--- config.mk ---
export PLATFORM = sky130hd
export DESIGN_NAME = qei_timer
export DESIGN_NICKNAME = d
export VERILOG_FILES = /design/src/rtl/qei_pkg.sv /design/src/rtl/qei_timer.sv
export SDC_FILE = /design/constraint.sdc
export NUM_CORES = 1
export LEC_CHECK = 0
export BUFFER_PORTS_ARGS = -buffer_cell sky130_fd_sc_hd__buf_2
export CORE_MARGIN = 1
export CORE_UTILIZATION = 40
export DETAILED_ROUTE_END_ITERATION = 10
export PLACE_DENSITY_LB_ADDON = 0.3
export RECOVER_POWER = 100
export REMOVE_ABC_BUFFERS = 1
export SKIP_CTS_REPAIR_TIMING = 1
export SYNTH_ARGS = -nofsm -noshare
export SYNTH_HDL_FRONTEND = slang
export SYNTH_SLANG_ARGS = --single-unit
--- constraint.sdc ---
create_clock -name mclk -period 4.9 [get_ports mclk]
set_input_delay 0.49 -clock mclk [delete_from_list [all_inputs] [get_ports mclk]]
set_output_delay 0.49 -clock mclk [all_outputs]
set_load 0.02 [all_outputs]
--- src/rtl/qei_pkg.sv ---
// Package for the quadrature encoder timer block: register map, fields, modes.
// Function
// [RL1] Core timer decodes quadrature when its mode field is 110 or 111.
// [RL2] Count on transitions of one or both inputs: 2-fold or 4-fold resolution.
// [RL3] Input select: 000 stop, 001 count pin, 010 direction pin, 011 both.
// [RL4] Transition order on both inputs yields count pulses and count direction.
// [RL5] Mode 110 raises the core interrupt on every direction change.
// [RL6] Mode 111 raises the core interrupt on every qualifying count edge.
// [RL7] Control register shows direction, direction-change flag and count-edge flag.
// [RL8] Software sets external direction enable before using quadrature mode.
// [RL9] Software configures both encoder pins as inputs beforehand.
// [RL10] Encoder holds each input level long enough for it to be seen.
// [RL11] Encoder frequency stays below half the maximum count frequency.
// [RL12] Count pin edge: rising counts down when direction pin high, else reversed.
// [RL13] Direction pin edge: rising counts up when count pin high, else reversed.
// [RL14] Jitter around a switching point gives opposite counts that cancel.
// [RL15] Both auxiliary timers are identical: timer, gated, counter, quadrature modes.
// [RL16] Auxiliary timers may concatenate with, reload or capture the core timer.
// [RL17] Auxiliary run may be taken over by the core run bit.
// [RL18] Auxiliary count registers read current value and accept writes anytime.
// [RL19] Common functions sit at the same bit positions in all control registers.
// [RL20] Auxiliary timers have no toggle latch and no output pin.
// [RL21] Direction-change flag set by hardware, held until software clears it.
// [RL22] Count-edge flag set by hardware, held until software clears it.
// [RL23] Interrupt-disable bit set suppresses quadrature interrupt requests.
// [RL24] With external direction enabled, the up/down bit inverts derived direction.
// [RL25] Inputs sampled each clock, edges by compare, one step per edge, wrapping.
// [RL26] Direction bit holds last edge direction; change compares against it.
package qei_pkg;
  // Byte addresses on the register bus
  localparam logic [15:0] QEI_AUX_A_CTL = 16'hff40;
  localparam logic [15:0] QEI_AUX_B_CTL = 16'hff44;
  localparam logic [15:0] QEI_CORE_CTL = 16'hff48;
  localparam logic [15:0] QEI_CORE_CNT = 16'hff4c;
  localparam logic [15:0] QEI_AUX_A_CNT = 16'hff50;
  localparam logic [15:0] QEI_AUX_B_CNT = 16'hff54;
  localparam logic [15:0] QEI_CTL_RESET = 16'h0000;
  localparam logic [15:0] QEI_CNT_RESET = 16'h0000;
  // Timer indices in the arrays
  localparam int QEI_AUX_A = 0;
  localparam int QEI_CORE = 1;
  localparam int QEI_AUX_B = 2;
  localparam int QEI_NTIM = 3;
  // Control field positions, shared by all three timers
  localparam int QEI_F_RDIR = 15;
  localparam int QEI_F_CHDIR = 14;
  localparam int QEI_F_EDGE = 13;
  localparam int QEI_F_IRDIS = 12;
  localparam int QEI_F_RC = 9;
  localparam int QEI_F_UDE = 8;
  localparam int QEI_F_UD = 7;
  localparam int QEI_F_RUN = 6;
  localparam int QEI_F_M_LO = 3;
  localparam int QEI_F_I_LO = 0;
  // Writable bits of a control word; the direction bit is hardware only
  localparam logic [15:0] QEI_CTL_WMASK = 16'h73ff;
  // Mode field codes
  localparam logic [2:0] QEI_M_TIMER = 3'h0;
  localparam logic [2:0] QEI_M_COUNTER = 3'h1;
  localparam logic [2:0] QEI_M_GATE_LO = 3'h2;
  localparam logic [2:0] QEI_M_GATE_HI = 3'h3;
  localparam logic [2:0] QEI_M_RELOAD = 3'h4;
  localparam logic [2:0] QEI_M_CAPTURE = 3'h5;
  localparam logic [2:0] QEI_M_QROT = 3'h6;
  localparam logic [2:0] QEI_M_QEDGE = 3'h7;
  // Input select codes
  localparam logic [2:0] QEI_I_NONE = 3'h0;
  localparam logic [2:0] QEI_I_CNT = 3'h1;
  localparam logic [2:0] QEI_I_DIR = 3'h2;
  localparam logic [2:0] QEI_I_BOTH = 3'h3;
  localparam logic [15:0] QEI_CNT_MAX = 16'hffff;
  localparam logic [15:0] QEI_CNT_MIN = 16'h0000;
  localparam logic [15:0] QEI_ONE = 16'h0001;
endpackage

--- src/rtl/qei_timer.sv ---
// Quadrature encoder core timer with two auxiliary timers and an APB slave.
`timescale 1ns/1ns
module qei_timer (
  // Clock and reset
  input wire logic mclk,
  input wire logic rst,
  // APB slave
  input wire logic [15:0] paddr,
  input wire logic psel,
  input wire logic penable,
  input wire logic pwrite,
  input wire logic [31:0] pwdata,
  output logic [31:0] prdata,
  output logic pready,
  output logic pslverr,
  // Encoder and timer inputs, index qei_pkg::QEI_AUX_A / QEI_CORE / QEI_AUX_B
  input wire logic [2:0] count_input_pin,
  input wire logic [2:0] direction_input_pin,
  // Interrupt requests, one-cycle pulses
  output logic core_interrupt_request,
  output logic aux_a_interrupt_request,
  output logic aux_b_interrupt_request
);
  import qei_pkg::*;

  typedef struct packed {
    logic [2:0][15:0] ctl;
    logic [2:0][15:0] cnt;
    logic [2:0] cin_prev;
    logic [2:0] din_prev;
    logic [2:0] irq;
    logic [31:0] rdata;
  } qei_state_t;

  qei_state_t st_q;
  qei_state_t st_d;

  // Address decode, shared by read and write paths
  function automatic logic [3:0] qei_decode(input logic [15:0] a);
    case (a)
      QEI_AUX_A_CTL: qei_decode = 4'h0;
      QEI_CORE_CTL: qei_decode = 4'h1;
      QEI_AUX_B_CTL: qei_decode = 4'h2;
      QEI_AUX_A_CNT: qei_decode = 4'h3;
      QEI_CORE_CNT: qei_decode = 4'h4;
      QEI_AUX_B_CNT: qei_decode = 4'h5;
      default: qei_decode = 4'hf;
    endcase
  endfunction

  // One step up or down, wrapping modulo 16 bits
  function automatic logic [15:0] qei_step(input logic [15:0] v, input logic down);
    qei_step = down ? v - QEI_ONE : v + QEI_ONE; // RL25
  endfunction

  logic [3:0] sel_d;
  logic acc_w;
  logic setup_c;
  logic [2:0] cin_e;
  logic [2:0] din_e;
  logic [2:0] run;
  logic [2:0] cnt_en;
  logic [2:0] down;
  logic core_wrap;
  logic [2:0] m;
  logic [2:0] isel;
  logic qdown;
  logic qcnt;
  logic [2:0] set_ch;
  logic [2:0] set_ed;

  // Zero wait states; unmapped addresses answer with an error
  assign sel_d = qei_decode(paddr);
  assign pready = 1'b1;
  assign pslverr = psel && penable && (sel_d == 4'hf);
  assign acc_w = psel && penable && pwrite && (sel_d != 4'hf);
  assign setup_c = psel && !penable;
  assign prdata = st_q.rdata;
  assign core_interrupt_request = st_q.irq[QEI_CORE];
  assign aux_a_interrupt_request = st_q.irq[QEI_AUX_A];
  assign aux_b_interrupt_request = st_q.irq[QEI_AUX_B];

  // Edge detect against the previous sample; inputs are already synchronous
  assign cin_e = count_input_pin ^ st_q.cin_prev; // RL25
  assign din_e = direction_input_pin ^ st_q.din_prev; // RL25

  // Per-timer count decision; fields are decoded identically for every timer except the remote run bit, which the core ignores
  always_comb begin
    run = '0;
    cnt_en = '0;
    down = '0;
    set_ch = '0;
    set_ed = '0;
    m = '0;
    isel = '0;
    qdown = 1'b0;
    qcnt = 1'b0;
    for (int t = 0; t < QEI_NTIM; t++) begin
      m = st_q.ctl[t][QEI_F_M_LO +: 3]; // RL19
      isel = st_q.ctl[t][QEI_F_I_LO +: 3];
      // The core run bit may also drive an auxiliary timer
      if (t != QEI_CORE && st_q.ctl[t][QEI_F_RC]) begin
        run[t] = st_q.ctl[QEI_CORE][QEI_F_RUN]; // RL17
      end else begin
        run[t] = st_q.ctl[t][QEI_F_RUN];
      end
      // Software or external direction, the up/down bit inverting the pin
      down[t] = st_q.ctl[t][QEI_F_UDE] ?
                (direction_input_pin[t] ^ st_q.ctl[t][QEI_F_UD]) :
                st_q.ctl[t][QEI_F_UD];
      case (m)
        QEI_M_TIMER: begin
          cnt_en[t] = run[t]; // RL15
        end
        QEI_M_GATE_LO, QEI_M_GATE_HI: begin
          cnt_en[t] = run[t] && (count_input_pin[t] == m[0]); // RL15
        end
        QEI_M_COUNTER: begin
          // Select bit 2 is the core overflow path, handled after the core step
          case (isel)
            3'h1: cnt_en[t] = run[t] && cin_e[t] && count_input_pin[t];
            3'h2: cnt_en[t] = run[t] && cin_e[t] && !count_input_pin[t];
            3'h3: cnt_en[t] = run[t] && cin_e[t];
            default: cnt_en[t] = 1'b0;
          endcase
        end
        QEI_M_QROT, QEI_M_QEDGE: begin // RL1
          // A simultaneous edge on both pins is illegal for an encoder; not counted
          if (cin_e[t] && !din_e[t] && (isel == QEI_I_CNT || isel == QEI_I_BOTH)) begin
            qcnt = 1'b1; // RL2 RL3
            qdown = !(count_input_pin[t] ^ direction_input_pin[t]); // RL12
          end else if (din_e[t] && !cin_e[t] && (isel == QEI_I_DIR || isel == QEI_I_BOTH)) begin
            qcnt = 1'b1; // RL2 RL3
            qdown = direction_input_pin[t] ^ count_input_pin[t]; // RL13
          end else begin
            qcnt = 1'b0;
            qdown = 1'b0;
          end
          // Inversion only applies with the external source enabled
          qdown = qdown ^ (st_q.ctl[t][QEI_F_UDE] & st_q.ctl[t][QEI_F_UD]); // RL24
          cnt_en[t] = run[t] && qcnt; // RL4
          down[t] = qdown; // RL4 RL14
          set_ed[t] = cnt_en[t]; // RL22
          set_ch[t] = cnt_en[t] && (qdown != st_q.ctl[t][QEI_F_RDIR]); // RL26
        end
        default: begin
          cnt_en[t] = 1'b0; // Reload and capture hold the auxiliary count
        end
      endcase
    end
  end

  // Core wrap feeds concatenation and reload of the auxiliary timers
  assign core_wrap = cnt_en[QEI_CORE] &&
                     (down[QEI_CORE] ? st_q.cnt[QEI_CORE] == QEI_CNT_MIN :
                                       st_q.cnt[QEI_CORE] == QEI_CNT_MAX);

  // Next state: counts, status flags, interrupts, bus writes and read data
  always_comb begin
    st_d = st_q;
    st_d.cin_prev = count_input_pin;
    st_d.din_prev = direction_input_pin;
    st_d.irq = '0;
    for (int t = 0; t < QEI_NTIM; t++) begin
      if (cnt_en[t]) begin
        st_d.cnt[t] = qei_step(st_q.cnt[t], down[t]); // RL25 RL14
      end
      if (t != QEI_CORE) begin
        // Concatenation: count on core overflow or underflow
        if (st_q.ctl[t][QEI_F_M_LO +: 3] == QEI_M_COUNTER && st_q.ctl[t][QEI_F_I_LO + 2] &&
            st_q.ctl[t][QEI_F_I_LO +: 2] != 2'h0 && run[t] && core_wrap) begin
          st_d.cnt[t] = qei_step(st_q.cnt[t], down[t]); // RL16
        end
        // Capture: the selected edge of the auxiliary input latches the core count
        if (st_q.ctl[t][QEI_F_M_LO +: 3] == QEI_M_CAPTURE && cin_e[t] &&
            ((st_q.ctl[t][QEI_F_I_LO] && count_input_pin[t]) ||
             (st_q.ctl[t][QEI_F_I_LO + 1] && !count_input_pin[t]))) begin
          st_d.cnt[t] = st_q.cnt[QEI_CORE]; // RL16
        end
      end
    end
    // Reload: a wrapping core timer restarts from an auxiliary count
    if (core_wrap && st_q.ctl[QEI_AUX_A][QEI_F_M_LO +: 3] == QEI_M_RELOAD) begin
      st_d.cnt[QEI_CORE] = st_q.cnt[QEI_AUX_A]; // RL16
    end else if (core_wrap && st_q.ctl[QEI_AUX_B][QEI_F_M_LO +: 3] == QEI_M_RELOAD) begin
      st_d.cnt[QEI_CORE] = st_q.cnt[QEI_AUX_B]; // RL16
    end
    // Bus writes; set by hardware wins over a software clear in the same cycle
    if (acc_w) begin
      if (sel_d < 4'h3) begin
        st_d.ctl[sel_d[1:0]] = (st_q.ctl[sel_d[1:0]] & ~QEI_CTL_WMASK) |
                               (pwdata[15:0] & QEI_CTL_WMASK);
      end else begin
        st_d.cnt[sel_d[1:0] - 2'h3] = pwdata[15:0]; // RL18
      end
    end
    for (int t = 0; t < QEI_NTIM; t++) begin
      if (set_ch[t]) begin
        st_d.ctl[t][QEI_F_CHDIR] = 1'b1; // RL21
      end
      if (set_ed[t]) begin
        st_d.ctl[t][QEI_F_EDGE] = 1'b1; // RL22
      end
      if (set_ed[t]) begin
        st_d.ctl[t][QEI_F_RDIR] = down[t]; // RL26 RL7
      end
      // Interrupt choice follows the mode code; disable bit gates both sources
      if (!st_q.ctl[t][QEI_F_IRDIS]) begin // RL23
        if (st_q.ctl[t][QEI_F_M_LO +: 3] == QEI_M_QROT) begin
          st_d.irq[t] = set_ch[t]; // RL5
        end else if (st_q.ctl[t][QEI_F_M_LO +: 3] == QEI_M_QEDGE) begin
          st_d.irq[t] = set_ed[t]; // RL6
        end
      end
    end
    // Read data captured in the setup phase, shown through the access phase
    if (setup_c) begin
      case (sel_d)
        4'h0, 4'h1, 4'h2: st_d.rdata = {16'h0000, st_q.ctl[sel_d[1:0]]}; // RL7
        4'h3, 4'h4, 4'h5: st_d.rdata = {16'h0000, st_q.cnt[sel_d[1:0] - 2'h3]}; // RL18
        default: st_d.rdata = 32'h0000_0000;
      endcase
    end
  end

  // No toggle latch and no output pin exist for any timer here
  always_ff @(posedge mclk) begin // RL20
    if (rst) begin
      st_q.ctl <= {QEI_NTIM{QEI_CTL_RESET}};
      st_q.cnt <= {QEI_NTIM{QEI_CNT_RESET}};
      st_q.cin_prev <= 3'h0;
      st_q.din_prev <= 3'h0;
      st_q.irq <= 3'h0;
      st_q.rdata <= 32'h0000_0000;
    end else begin
      st_q <= st_d;
    end
  end

  // Checks on the core timer in quadrature mode and on the remote run of auxiliary timer A
  logic core_quad;
  assign core_quad = st_q.ctl[QEI_CORE][QEI_F_M_LO + 1 +: 2] == 2'h3;

  property p_quad_step;
    @(posedge mclk) disable iff (rst)
    (core_quad && st_q.ctl[QEI_CORE][QEI_F_RUN] && cin_e[QEI_CORE] && !din_e[QEI_CORE] &&
     st_q.ctl[QEI_CORE][QEI_F_I_LO] && !st_q.ctl[QEI_CORE][QEI_F_I_LO + 2] && !acc_w &&
     !core_wrap)
    |=> (st_q.cnt[QEI_CORE] == $past(st_q.cnt[QEI_CORE]) + 16'h0001) ||
        (st_q.cnt[QEI_CORE] == $past(st_q.cnt[QEI_CORE]) - 16'h0001);
  endproperty
  a_quad_step: assert property (p_quad_step) else $error("core count did not step by one"); // RL2

  property p_sel_none;
    @(posedge mclk) disable iff (rst)
    (core_quad && st_q.ctl[QEI_CORE][QEI_F_I_LO +: 3] == QEI_I_NONE && !acc_w)
    |=> $stable(st_q.cnt[QEI_CORE]);
  endproperty
  a_sel_none: assert property (p_sel_none) else $error("core counted with select none"); // RL3

  property p_cnt_dir;
    @(posedge mclk) disable iff (rst)
    (core_quad && cnt_en[QEI_CORE] && cin_e[QEI_CORE] && !st_q.ctl[QEI_CORE][QEI_F_UD])
    |-> down[QEI_CORE] == (count_input_pin[QEI_CORE] == direction_input_pin[QEI_CORE]);
  endproperty
  a_cnt_dir: assert property (p_cnt_dir) else $error("count pin edge direction wrong"); // RL12

  property p_dir_dir;
    @(posedge mclk) disable iff (rst)
    (core_quad && cnt_en[QEI_CORE] && din_e[QEI_CORE] && !st_q.ctl[QEI_CORE][QEI_F_UD])
    |-> down[QEI_CORE] == (direction_input_pin[QEI_CORE] != count_input_pin[QEI_CORE]);
  endproperty
  a_dir_dir: assert property (p_dir_dir) else $error("direction pin edge direction wrong"); // RL13

  property p_irq_rot;
    @(posedge mclk) disable iff (rst)
    (st_q.ctl[QEI_CORE][QEI_F_M_LO +: 3] == QEI_M_QROT && !st_q.ctl[QEI_CORE][QEI_F_IRDIS] &&
     set_ch[QEI_CORE]) |=> core_interrupt_request;
  endproperty
  a_irq_rot: assert property (p_irq_rot) else $error("no interrupt on direction change"); // RL5

  property p_irq_edge;
    @(posedge mclk) disable iff (rst)
    (st_q.ctl[QEI_CORE][QEI_F_M_LO +: 3] == QEI_M_QEDGE && !st_q.ctl[QEI_CORE][QEI_F_IRDIS] &&
     set_ed[QEI_CORE]) |=> core_interrupt_request;
  endproperty
  a_irq_edge: assert property (p_irq_edge) else $error("no interrupt on count edge"); // RL6

  property p_irq_dis;
    @(posedge mclk) disable iff (rst)
    st_q.ctl[QEI_CORE][QEI_F_IRDIS] |=> !core_interrupt_request;
  endproperty
  a_irq_dis: assert property (p_irq_dis) else $error("interrupt while disabled"); // RL23

  property p_edge_sticky;
    @(posedge mclk) disable iff (rst)
    (st_q.ctl[QEI_CORE][QEI_F_EDGE] && !acc_w) |=> st_q.ctl[QEI_CORE][QEI_F_EDGE];
  endproperty
  a_edge_sticky: assert property (p_edge_sticky) else $error("edge flag lost"); // RL22

  property p_ch_set;
    @(posedge mclk) disable iff (rst)
    set_ch[QEI_CORE] |=> st_q.ctl[QEI_CORE][QEI_F_CHDIR] &&
                         (st_q.ctl[QEI_CORE][QEI_F_RDIR] != $past(st_q.ctl[QEI_CORE][QEI_F_RDIR]));
  endproperty
  a_ch_set: assert property (p_ch_set) else $error("direction change not recorded"); // RL21

  property p_remote;
    @(posedge mclk) disable iff (rst)
    st_q.ctl[QEI_AUX_A][QEI_F_RC] |-> run[QEI_AUX_A] == st_q.ctl[QEI_CORE][QEI_F_RUN];
  endproperty
  a_remote: assert property (p_remote) else $error("remote run not followed"); // RL17

  c_rot_irq: cover property (@(posedge mclk) disable iff (rst)
    core_interrupt_request && st_q.ctl[QEI_CORE][QEI_F_M_LO +: 3] == QEI_M_QROT);
  c_edge_irq: cover property (@(posedge mclk) disable iff (rst)
    core_interrupt_request && st_q.ctl[QEI_CORE][QEI_F_M_LO +: 3] == QEI_M_QEDGE);
  c_jitter: cover property (@(posedge mclk) disable iff (rst)
    set_ch[QEI_CORE] ##[1:20] set_ch[QEI_CORE]);
  c_wrap: cover property (@(posedge mclk) disable iff (rst) core_wrap);
endmodule
# Word-level counts from Yosys, hierarchy flattened
# Cells that the tools add are included.
# W data, S select, Z words.
totals:
  ff_bits: 137
  inputBits: 59
  output_inout_bits: 37
  word_cells: 288
op_classes:
  addsub: 7
  order_cmp: 5
  eq_ne: 48
  muxes: 81
  n_bitwise: 15
  n_reduce_logical: 114
op_table:
  columns: ["cell", "count"]
  rows:
  - ["$mux W16", 16]
  - ["$eq A16 B16 Y1 const B", 7]
  - ["$bwmux W48", 2]
  - ["$mux W48", 2]
  - ["$mux W96", 1]
  - ["$bmux W16 S2", 2]
  - ["$demux W16 S2", 2]
  - ["$logic_and A1 B1 Y1", 56]
  - ["$add A16 B1 Y16 const B", 3]
  - ["$mux W1", 48]
  - ["$sub A16 B1 Y16 const B", 3]
  - ["$eq A3 B2 Y1 const B", 12]
  - ["$pmux W16 S2", 1]
  - ["$eq A3 B3 Y1 const B", 10]
  - ["$reduce_bool A2 Y1", 14]
  - ["$pmux W4 S6", 1]
  - ["$eq A3 B1 Y1 const B", 6]
  - ["$reduce_or A2 Y1", 9]
  - ["$logic_not A16 Y1", 1]
  - ["$or A16 B15 Y16", 1]
  - ["$reduce_and A2 Y1", 7]
  - ["$logic_not A1 Y1", 13]
  - ["$pmux W1 S4", 3]
  - ["$logic_not A3 Y1", 3]
  - ["18 further kinds", 47]

# Depth between registers and ports, before layout
# Gate-level depths: netlist (run 1).
logic_depth:
  depth_word: 18
  ltp_mapped: 16
  mapped_depth_nobuf: 16

# Least setup slack after synthesis (run 1)
# OpenSTA, ideal clock, no wires.
synth_timing:
  path_kind: "input to register"
  from: "input port count_input_pin[1]"
  to: "register st_q[72] (netlist name)"
  setup_ns: 0.120
  arrival_ns: 4.808
  required_ns: 4.780
  path_slack_ns: -0.028
  path_stages: 16
  n_path_buf: 2
  cell_sequence: "buf_4 xnor2_1 or4_4 and4b_4 nor3_1 ha_1 a211oi_1 o211ai_1 and2_1 clkbuf_1 a211o_1 a21oi_1 o21bai_1 nor3_1 a31oi_1 a211o_1"
synth_via:
  elab_chain_len: 17
  word_cells_on_any_way: 36
synth_lines:
  columns: ["item", "line_no", "rtl"]
  rows:
  - ["start: declaration", "qei_timer.sv:17", "input wire logic [2:0] count_input_pin,"]
  - ["$xor A3 B3 Y3", "qei_timer.sv:84", "assign cin_e = count_input_pin ^ st_q.cin_prev;"]
  - ["$logic_not A1 Y1", "qei_timer.sv:132", "end else if (din_e[t] && !cin_e[t] && (isel == QEI_I_DIR || isel == QEI_I_BOTH)) begin"]
  - ["$logic_and A1 B1 Y1 (2 in a row)", "qei_timer.sv:132", null]
  - ["$mux W1", "qei_timer.sv:132", null]
  - ["$mux W1", "qei_timer.sv:129", "if (cin_e[t] && !din_e[t] && (isel == QEI_I_CNT || isel == QEI_I_BOTH)) begin"]
  - ["$mux W1", "qei_timer.sv:111", "case (m)"]
  - ["$xor A1 B1 Y1", "qei_timer.sv:140", "qdown = qdown ^ (st_q.ctl[t][QEI_F_UDE] & st_q.ctl[t][QEI_F_UD]);"]
  - ["$mux W1", "qei_timer.sv:111", null]
  - ["$mux W1", "qei_timer.sv:155", "(down[QEI_CORE] ? st_q.cnt[QEI_CORE] == QEI_CNT_MIN :"]
  - ["$logic_and A1 B1 Y1", "qei_timer.sv:154", "assign core_wrap = cnt_en[QEI_CORE] &&"]
  - ["$logic_and A1 B1 Y1", "qei_timer.sv:185", "end else if (core_wrap && st_q.ctl[QEI_AUX_B][QEI_F_M_LO +: 3] == QEI_M_RELOAD) begin"]
  - ["$mux W16", "qei_timer.sv:185", null]
  - ["$mux W16 *", "qei_timer.sv:183", "if (core_wrap && st_q.ctl[QEI_AUX_A][QEI_F_M_LO +: 3] == QEI_M_RELOAD) begin"]
  - ["$bwmux W48", "qei_timer.sv:194", "st_d.cnt[sel_d[1:0] - 2'h3] = pwdata[15:0];"]
  - ["$mux W48", "qei_timer.sv:190", "if (sel_d < 4'h3) begin"]
  - ["$mux W96 *", "qei_timer.sv:189", "if (acc_w) begin"]
  - ["end signal: assignment", "qei_timer.sv:236", "st_q <= st_d;"]
  - ["end: declaration", "qei_timer.sv:35", "qei_state_t st_q;"]
# Mark *: on every way between the ends. The rest lies on a longest branch, timed or not. The select of a mux whose other input is x is not followed.
# A chain may end at the register's enable or synchronous reset.

# Worst setup path in the final report (run 1)
layout_timing:
  from: "register st_q, in the netlist isel[2]"
  to: "register st_q[83] (netlist name)"
layout_via:
  elab_chain_len: 15
  word_cells_on_any_way: 29
layout_lines:
  columns: ["item", "line_no", "rtl"]
  rows:
  - ["$eq A3 B2 Y1, on equally long branches", "qei_timer.sv:120, qei_timer.sv:132, qei_timer.sv:129", null]
  - ["$logic_or A1 B1 Y1", "qei_timer.sv:132", null]
  - ["$logic_and A1 B1 Y1", "qei_timer.sv:132", null]
  - ["$mux W1", "qei_timer.sv:132", null]
  - ["$mux W1", "qei_timer.sv:129", null]
  - ["$mux W1", "qei_timer.sv:111", null]
  - ["$xor A1 B1 Y1", "qei_timer.sv:140", null]
  - ["$mux W1", "qei_timer.sv:111", null]
  - ["$mux W16", "qei_timer.sv:53", "qei_step = down ? v - QEI_ONE : v + QEI_ONE;"]
  - ["$mux W16", "qei_timer.sv:165", "if (cnt_en[t]) begin"]
  - ["$mux W16 *", "qei_timer.sv:170", "if (st_q.ctl[t][QEI_F_M_LO +: 3] == QEI_M_COUNTER && st_q.ctl[t][QEI_F_I_LO + 2] &&"]
  - ["$mux W16 *", "qei_timer.sv:175", "if (st_q.ctl[t][QEI_F_M_LO +: 3] == QEI_M_CAPTURE && cin_e[t] &&"]
  - ["$bwmux W48", "qei_timer.sv:194", null]
  - ["$mux W48", "qei_timer.sv:190", null]
  - ["$mux W96 *", "qei_timer.sv:189", null]
# Marked as above.

==> reports/qor.tcl, run 1 <==
set qor(min_period_ns) 4.499
set qor(worst_hold_path.endpoint) {st_q[52]}
set qor(cts_num_sinks) 121
set qor(final_min_period_over_clock_period_pct) 91.82
set qor(max_fo_critical_path) 17
set qor(placed_area_um2) 9776
set qor(cts_max_path_buffers) 2
set qor(worstSetupEndpointType) {flip-flop}
set qor(setup-tns-final_ns) 0
set qor(layout-drive-gt1-share_pct) 7.419
set qor(timing.setup.critical_path_class) {flip-flop to flip-flop}
set qor(num-nets-final) 1394
set qor(insertion_delay_ns) 0.43
set qor(layout-area-overhead-vs-synth_pct) 9.220
set qor(syn-instance-count) 1274
set qor(synth_flop_cell) {sky130_fd_sc_hd__dfxtp_1}
set qor(n_antenna_cell) 0
set qor(wire_per_inst_um) 20.08
set qor(hold_path.class) {primary input to flip-flop}
set qor(routed_wl_um) 32270
set qor(layout.filler_cells) 2342
set qor(setup.reg_to_reg.worst_slack_ns) 0.40
set qor(grt_max_degree) 55
set qor(yosysUniqueCellTypes) 74
set qor(tritoncts) {yes}
set qor(power.leakage_nw) 4.102
set qor(grt_pass1_wl_um) 49420
set qor(global_route.usage.total_pct) 26.89
set qor(grt_setup_unrepaired) {no}
set qor(synth.ff_latch_count) 121
set qor(finClkSkew_ns) 0.006746
set qor(post-synth-top-area-fraction_pct) 25.68
set qor(drt-initial-drc-count) 1027
set qor(fp-row-count) 55
set qor(worst_r2r_endpoint) {st_q[83]}
set qor(starting_utilization_of_the_core_area_pct) 41.28
set qor(finalWeightedCongestion) 0.9253
set qor(hold_viol_final) 0
set qor(synth_enable_flop_cells) 0
set qor(crit-reg2reg-launch) {isel[2]}
set qor(die-area_um2) 24200
set qor(timing.reg2reg.worst_path_depth) 17
set qor(power_per_cell_area_nw_per_um2) 230.1
set qor(place_hpwl_um) 23520
set qor(layout.core_utilization_pct) 45.09
set qor(cts.reportedPaths.clkPinSlew_ns) 0.06
set qor(buffer_ports.inserted) 62
set qor(max-slew-margin-rel_pct) -82.51
set qor(timing.max_cap.violations) 1
set qor(arrival_ns) 4.80
set qor(async_reset_ff_share_pct) 0
set qor(first_global_vias) 8727
set qor(place_ws_ns) 0.3361
set qor(synth.top_cells.by_area) {sky130_fd_sc_hd__dfxtp_1 26%, sky130_fd_sc_hd__nand2_1 7.5%, sky130_fd_sc_hd__a21oi_1 6.8%}
set qor(drt_pass1_iterations) 8
set qor(timing.hold.worst_path_depth) 3
set qor(number_of_levels_the_h_tree_was_split_into) 4
set qor(drc) 0
set qor(postLayoutCellArea_um2) 10300
set qor(finalSetupViolCount) 0
set qor(cp.required_ns) 5.21
set qor(failing_checks) {max-capacitance violations, max-slew violations}
set qor(final-max-slew-violation-count) 55
set qor(synthMostInstantiatedCell) {sky130_fd_sc_hd__nand2_1}
set qor(die_y_um) 155.6
set qor(startpoint_type) {flip-flop}
set qor(die_x_um) 155.6
set qor(synth_top_area_cell) {sky130_fd_sc_hd__dfxtp_1}
set qor(placeableCoreArea_um2) 22850
set qor(post_route_ant_nets) 0
set qor(outcome) {finished, violations left}
set qor(drt-vias-per-instance) 5.988
set qor(grt-ovfl-total) 0
set qor(mappedNetlistArea_um2) 9432
set qor(max_ir_drop_vdd_v) 0.0002517
set qor(final_critical_path_setup_slack_ns) 0.4010
set qor(postSynthAreaPerCell_um2) 7.403
set qor(synth.cells.most_frequent) {188 x sky130_fd_sc_hd__nand2_1, 128 x sky130_fd_sc_hd__a21oi_1, 121 x sky130_fd_sc_hd__dfxtp_1}
set qor(maxClockFrequency_ghz) 0.2223
set qor(cts_root_buffer) {sky130_fd_sc_hd__clkbuf_16}
set qor(via_count) 9622
set qor(boundary_pins) 96
set qor(hold_path.startpoint) {pwdata[11]}
set qor(antenna_violations_before_repair) 0
set qor(ys_seq_area_share_pct) 25.68
set qor(yosysWarnings) 0
set qor(numCtsBuffers) 17
set qor(worst-slew-pin-transition_ns) 2.738
[sequential cells by signal (all words and copies together), names as in the netlist]
signal                   cells
aux_a_interrupt_request      1
prdata                      16
run                          1
st_q                        95
isel                         3
aux_b_interrupt_request      1
core_interrupt_request       1
m                            3
[power by group]
group	internal [W]	switching, W
sequential	0.000987	0.00000202
clock	0.000798	0.000474
combinational	0.0000279	0.0000817
total	0.00181	0.000558
[metrics by stage]
stage                     instances  total power [W]  hold slack (ns)
after floorplan                1181         0.001049           0.4208
after global placement         1575         0.001117           0.4393
after detailed placement       1575         0.001118           0.4507
after CTS                      1607         0.002370           0.3461
after global routing           1607         0.002414           0.3599
final                          1607         0.002371           0.3496
[critical path, cell delays in order (launching register included)]
cell and delay [ns]:
sky130_fd_sc_hd__dfxtp_1 0.35, sky130_fd_sc_hd__nand2b_1 0.17, sky130_fd_sc_hd__or4_1 0.56, sky130_fd_sc_hd__a41oi_1 0.26, sky130_fd_sc_hd__mux2i_1 0.10, sky130_fd_sc_hd__a21oi_1 0.14
sky130_fd_sc_hd__clkbuf_2 0.44, sky130_fd_sc_hd__inv_1 0.22, sky130_fd_sc_hd__fa_1 0.44, sky130_fd_sc_hd__nor2b_1 0.25, sky130_fd_sc_hd__o31a_1 0.21, sky130_fd_sc_hd__o31ai_1 0.12
sky130_fd_sc_hd__a21boi_0 0.39, sky130_fd_sc_hd__nor3_1 0.08, sky130_fd_sc_hd__a22oi_1 0.19, sky130_fd_sc_hd__o2111ai_1 0.15, sky130_fd_sc_hd__o311ai_0 0.20, sky130_fd_sc_hd__nand2_1 0.10
[cell usage in the layout (no fill, tap or decap), types with 10 or more instances in the layout]
cell type	synthesis	final
sky130_fd_sc_hd__buf_2	3	41
sky130_fd_sc_hd__a211oi_1	23	23
sky130_fd_sc_hd__a21oi_1	128	128
sky130_fd_sc_hd__nand4_1	11	11
sky130_fd_sc_hd__nor2b_1	22	22
sky130_fd_sc_hd__a22o_1	12	12
sky130_fd_sc_hd__nor4_1	13	13
sky130_fd_sc_hd__nand2b_1	19	19
sky130_fd_sc_hd__ha_1	51	51
sky130_fd_sc_hd__xnor2_1	30	30
sky130_fd_sc_hd__dfxtp_1	121	121
sky130_fd_sc_hd__nand2_1	188	188
sky130_fd_sc_hd__a22oi_1	18	18
sky130_fd_sc_hd__nand3_1	39	40
sky130_fd_sc_hd__clkbuf_1	64	28
sky130_fd_sc_hd__nor2_1	120	120
sky130_fd_sc_hd__and3_1	10	10
sky130_fd_sc_hd__o21ai_0	62	62
sky130_fd_sc_hd__o22ai_1	10	10
sky130_fd_sc_hd__nor3_1	27	26
sky130_fd_sc_hd__mux2i_1	48	48
sky130_fd_sc_hd__a31oi_1	14	14
sky130_fd_sc_hd__or3_1	10	10
sky130_fd_sc_hd__conb_1	2	17
sky130_fd_sc_hd__o211ai_1	22	22
sky130_fd_sc_hd__clkbuf_16	0	17
sky130_fd_sc_hd__buf_4	34	12
sky130_fd_sc_hd__xor2_1	22	22
sky130_fd_sc_hd__inv_1	19	20
[routing by layer]
layer | global-route usage, % | share of wire (%) | vias to the layer above
met1 | 35.48 | 43 | 4523
met2 | 41.49 | 44 | 448
li1 | - | - | 4576
met4 | 12.65 | 3.8 | 0
met5 | 0 | 0 | -
met3 | 6.056 | 9.3 | 75
[cells by family after synthesis]
group | Yosys count | synth area share [%]
AND/OR/NAND/NOR | 494 | 24.32
AO/OA/AOI/OAI | 372 | 25.34
buffers and inverters | 128 | 6.925
flip-flops | 121 | 25.68
adder cells (fa/ha/maj) | 56 | 7.615
XOR/XNOR | 52 | 4.829
multiplexers | 49 | 5.214
other | 2 | 0.07963
[area by class of cell]
class                           instances  area, um2  share of cell area (%)
Sequential cell                       121       2422                   23.52
Tap cell                              313      391.6                   3.802
Multi-Input combinational cell       1040       6409                   62.21
Timing Repair Buffer                   81      419.2                   4.069
Clock inverter                          8      92.59                  0.8988
Clock buffer                           24      491.7                   4.773
Inverter                               20      75.07                  0.7288
[worst max-delay path by stage]
| stage | cells past startpoint | endpoint | slack, ns | start |
|---|---|---|---|---|
| after global placement | 17 | st_q[55] | 0.36 | direction_input_pin[0] |
| final | 17 | st_q[83] | 0.40 | isel[2] |
| after detailed placement | 17 | st_q[55] | 0.34 | direction_input_pin[0] |
| after global routing | 16 | st_q[87] | 0.09 | isel[1] |
| after floorplan | 14 | st_q[71] | 0.13 | direction_input_pin[1] |
| after CTS | 16 | st_q[55] | 0.49 | st_q[90] |
No activity file was read; power rests on OpenSTA's default activity.
==> run 2, diff against run 1 <==
--- a/config.mk
+++ b/config.mk
@@ -6,9 +6,10 @@
 export NUM_CORES = 1
 export LEC_CHECK = 0
 export BUFFER_PORTS_ARGS = -buffer_cell sky130_fd_sc_hd__buf_2
-export CORE_MARGIN = 1
+export CORE_MARGIN = 2
 export CORE_UTILIZATION = 40
 export DETAILED_ROUTE_END_ITERATION = 10
+export GPL_TIMING_DRIVEN = 0
 export PLACE_DENSITY_LB_ADDON = 0.3
 export RECOVER_POWER = 100
 export REMOVE_ABC_BUFFERS = 1
==> run 2 against run 1 <==
  * The run still ends with max-capacitance violations, max-slew violations left
  * Via count shrank 0.33%
  * Non-clock buffer count down 9
  * Die area rose by 2.6%
  * Power rose by 1.8%
  * Final area up 0.51%
  * Flip-flop and latch count is the same
  * First-iteration DRC count is 0.39% lower
  * Hold slack better by 0.0028 ns
  * Largest cell class unchanged
  * Largest power group unchanged
==> reports/qor.tcl, run 2 (synthesized netlist as in run 1, its figures left out) <==
set qor(outcome) {finished, violations left}
set qor(failing_checks) {max-capacitance violations, max-slew violations}
set qor(hold_viol_final) 0 ;# unchanged
set qor(cp.required_ns) 5.22 ;# about the same
set qor(hold_path.startpoint) {pwdata[11]}
set qor(finalSetupViolCount) 0 ;# unchanged
set qor(cts_num_sinks) 121 ;# unchanged
set qor(place_hpwl_um) 22910 ;# -2.6%
set qor(tritoncts) {yes}
set qor(p_sw_w) 0.0005603 ;# +0.42%
set qor(p_sw_share_pct) 23.22 ;# -0.31 points
set qor(drt-initial-drc-count) 1023 ;# -0.39%
set qor(arrival_ns) 4.80 ;# about the same
set qor(power_per_cell_area_nw_per_um2) 233.0 ;# +1.3%
set qor(drc) 0 ;# unchanged
set qor(grt_setup_unrepaired) {no}
set qor(max-slew-margin-rel_pct) -24.83 ;# +58 points
set qor(place_ws_ns) -0.2532 ;# -0.5893 ns
set qor(largest_register_ff_count) 95 ;# unchanged
set qor(fp-row-count) 56 ;# +1.8%
set qor(final_critical_path_setup_slack_ns) 0.4146 ;# +0.01356 ns
set qor(routed_wl_um) 32090 ;# -0.55%
set qor(antenna_violations_before_repair) 0 ;# unchanged
set qor(hold_path.class) {primary input to flip-flop}
set qor(combinational_power_share_pct) 4.6 ;# about the same
set qor(startpoint_type) {flip-flop}
set qor(grt_pass1_wl_um) 48560 ;# -1.7%
set qor(timing.max_cap.violations) 1 ;# unchanged
set qor(maxClockFrequency_ghz) 0.2229 ;# +0.30%
set qor(timing.setup.critical_path_class) {flip-flop to flip-flop}
set qor(grt_max_degree) 72 ;# +31%
set qor(final_min_period_over_clock_period_pct) 91.54 ;# -0.28 points
set qor(final.hold.worst_slack_ns) 0.3524 ;# +0.002794 ns
set qor(cts_root_buffer) {sky130_fd_sc_hd__clkbuf_16}
set qor(die_y_um) 157.6 ;# +1.3%
set qor(share_clk_of_total_power_pct) 54.4 ;# +0.7 points
set qor(worstSetupEndpointType) {flip-flop}
set qor(buffer_ports.inserted) 62 ;# unchanged
set qor(layout.filler_cells) 2395 ;# +2.3%
set qor(final_cell_mix) {188 x sky130_fd_sc_hd__nand2_1, 127 x sky130_fd_sc_hd__a21oi_1, 121 x sky130_fd_sc_hd__dfxtp_1}
set qor(number_of_levels_the_h_tree_was_split_into) 4 ;# unchanged
set qor(cp-startpoint) {st_q[39]}
set qor(wire_per_inst_um) 20.02 ;# -0.30%
set qor(numCtsBuffers) 17 ;# unchanged
set qor(top_register) {st_q}
set qor(num-nets-final) 1385 ;# -0.65%
set qor(drt-vias-per-instance) 5.983 ;# about the same
set qor(first_global_vias) 8683 ;# -0.50%
set qor(die_x_um) 157.6 ;# +1.3%
set qor(post_route_ant_nets) 0 ;# unchanged
set qor(finClkSkew_ns) 0.006801 ;# +0.00005515 ns
set qor(crit-reg2reg-launch) {st_q[39]}
set qor(insertion_delay_ns) 0.43 ;# about the same
set qor(via_count) 9590 ;# -0.33%
set qor(max_fo_critical_path) 13 ;# -4
set qor(starting_utilization_of_the_core_area_pct) 40.42 ;# -0.86 points
set qor(cts_max_path_buffers) 2 ;# unchanged
set qor(global_route.usage.total_pct) 25.78 ;# -1.1 points
set qor(placed_area_um2) 9756 ;# -0.20%
set qor(die-area_um2) 24820 ;# +2.6%
set qor(boundary_pins) 96 ;# unchanged
set qor(internal_power_w) 0.001853 ;# +2.2%
set qor(postLayoutCellArea_um2) 10350 ;# +0.51%
set qor(worst-slew-pin-transition_ns) 1.872 ;# -0.8653 ns
set qor(n_antenna_cell) 0 ;# unchanged
set qor(placeableCoreArea_um2) 23330 ;# +2.1%
set qor(min_period_ns) 4.485 ;# -0.01356 ns
set qor(cts.reportedPaths.clkPinSlew_ns) 0.06 ;# about the same
set qor(mostFrequentLayoutCell) {sky130_fd_sc_hd__nand2_1}
set qor(final-max-slew-violation-count) 35 ;# -36%
set qor(pwr-share-seq_pct) 41.0 ;# -0.7 points
set qor(drt_pass1_iterations) 5 ;# -3
set qor(grt-ovfl-total) 0 ;# unchanged
set qor(max_ir_drop_vdd_v) 0.0001945 ;# -23%
set qor(layout-drive-gt1-share_pct) 7.632 ;# +0.21 points
set qor(power.leakage_nw) 4.099 ;# about the same
set qor(setup-tns-final_ns) 0 ;# unchanged
set qor(finalWeightedCongestion) 0.9330 ;# +0.83%
set qor(layout-area-overhead-vs-synth_pct) 9.777
==> run 2: cell types whose count changed in the layout (fill, tap and decap cells not counted), sizes merged <==
| cell | previous run | this run |
|---|---|---|
| clkbuf | 51 | 47 |
| buf | 54 | 49 |
| clkinv | 5 | 4 |
==> run 2: power groups by stage <==
stage	Combinational (W)	Clock, W	Sequential (W)
2_1_floorplan	0.0000393	0	0.00101
3_3_place_gp	0.000105	0	0.00101
6_report	0.000111	0.00131	0.000989
4_1_cts	0.000109	0.00131	0.000989
3_5_place_dp	0.000108	0	0.00101
5_1_grt	0.000116	0.00135	0.000989
==> run 2: metal layers <==
metal | up-vias | track usage (%) | routed length [um]
li1 | 4566 | - | -
met5 | - | 0 | 0
met1 | 4497 | 34.59 | 14020
met3 | 88 | 5.754 | 2587
met4 | 0 | 10.00 | 1249
met2 | 439 | 40.22 | 14230
==> run 2: metrics by stage <==
stage / power [W] / cells / util (%)
floorplan: 0.001049 / 1181 / -
global placement: 0.001114 / 1562 / 41.23
detailed placement: 0.001118 / 1570 / 41.81
CTS: 0.002412 / 1601 / 44.42
global route: 0.002460 / 1603 / 44.37
finish: 0.002413 / 1603 / 44.37
==> run 2: worst paths after layout <==
check / end / slack [ns] / depth (start not counted)
max: st_q[71] / 0.41 / 15
min: st_q[52] / 0.35 / 3
max reg2reg: st_q[71] / 0.41 / 15
min reg2reg: st_q[116] / 0.46 / 2
==> run 2: critical path, cell delays in order, from the launching register on <==
cell and delay, ns:
sky130_fd_sc_hd__dfxtp_1 0.34, sky130_fd_sc_hd__xor2_1 0.18, sky130_fd_sc_hd__or4_4 0.53, sky130_fd_sc_hd__and4b_4 0.23, sky130_fd_sc_hd__nor3_4 0.36, sky130_fd_sc_hd__buf_6 0.23, sky130_fd_sc_hd__ha_1 0.29, sky130_fd_sc_hd__nor2b_1 0.18
sky130_fd_sc_hd__o31a_1 0.30, sky130_fd_sc_hd__o41ai_1 0.40, sky130_fd_sc_hd__o2111ai_1 0.22, sky130_fd_sc_hd__a21o_1 0.27, sky130_fd_sc_hd__a21oi_1 0.22, sky130_fd_sc_hd__mux2i_1 0.23, sky130_fd_sc_hd__a21oi_1 0.09, sky130_fd_sc_hd__nor4_1 0.29
==> run 2: final cells by class <==
class / count / area (um2) / share of cell area (%)
sequential: 121 / 2422 / 23.40
clock inverter: 7 / 87.58 / 0.8459
clock buffer: 24 / 521.8 / 5.039
inverter: 20 / 75.07 / 0.7251
timing repair buffer: 72 / 401.6 / 3.879
tap: 319 / 399.1 / 3.855
multi-input combinational: 1040 / 6446 / 62.26
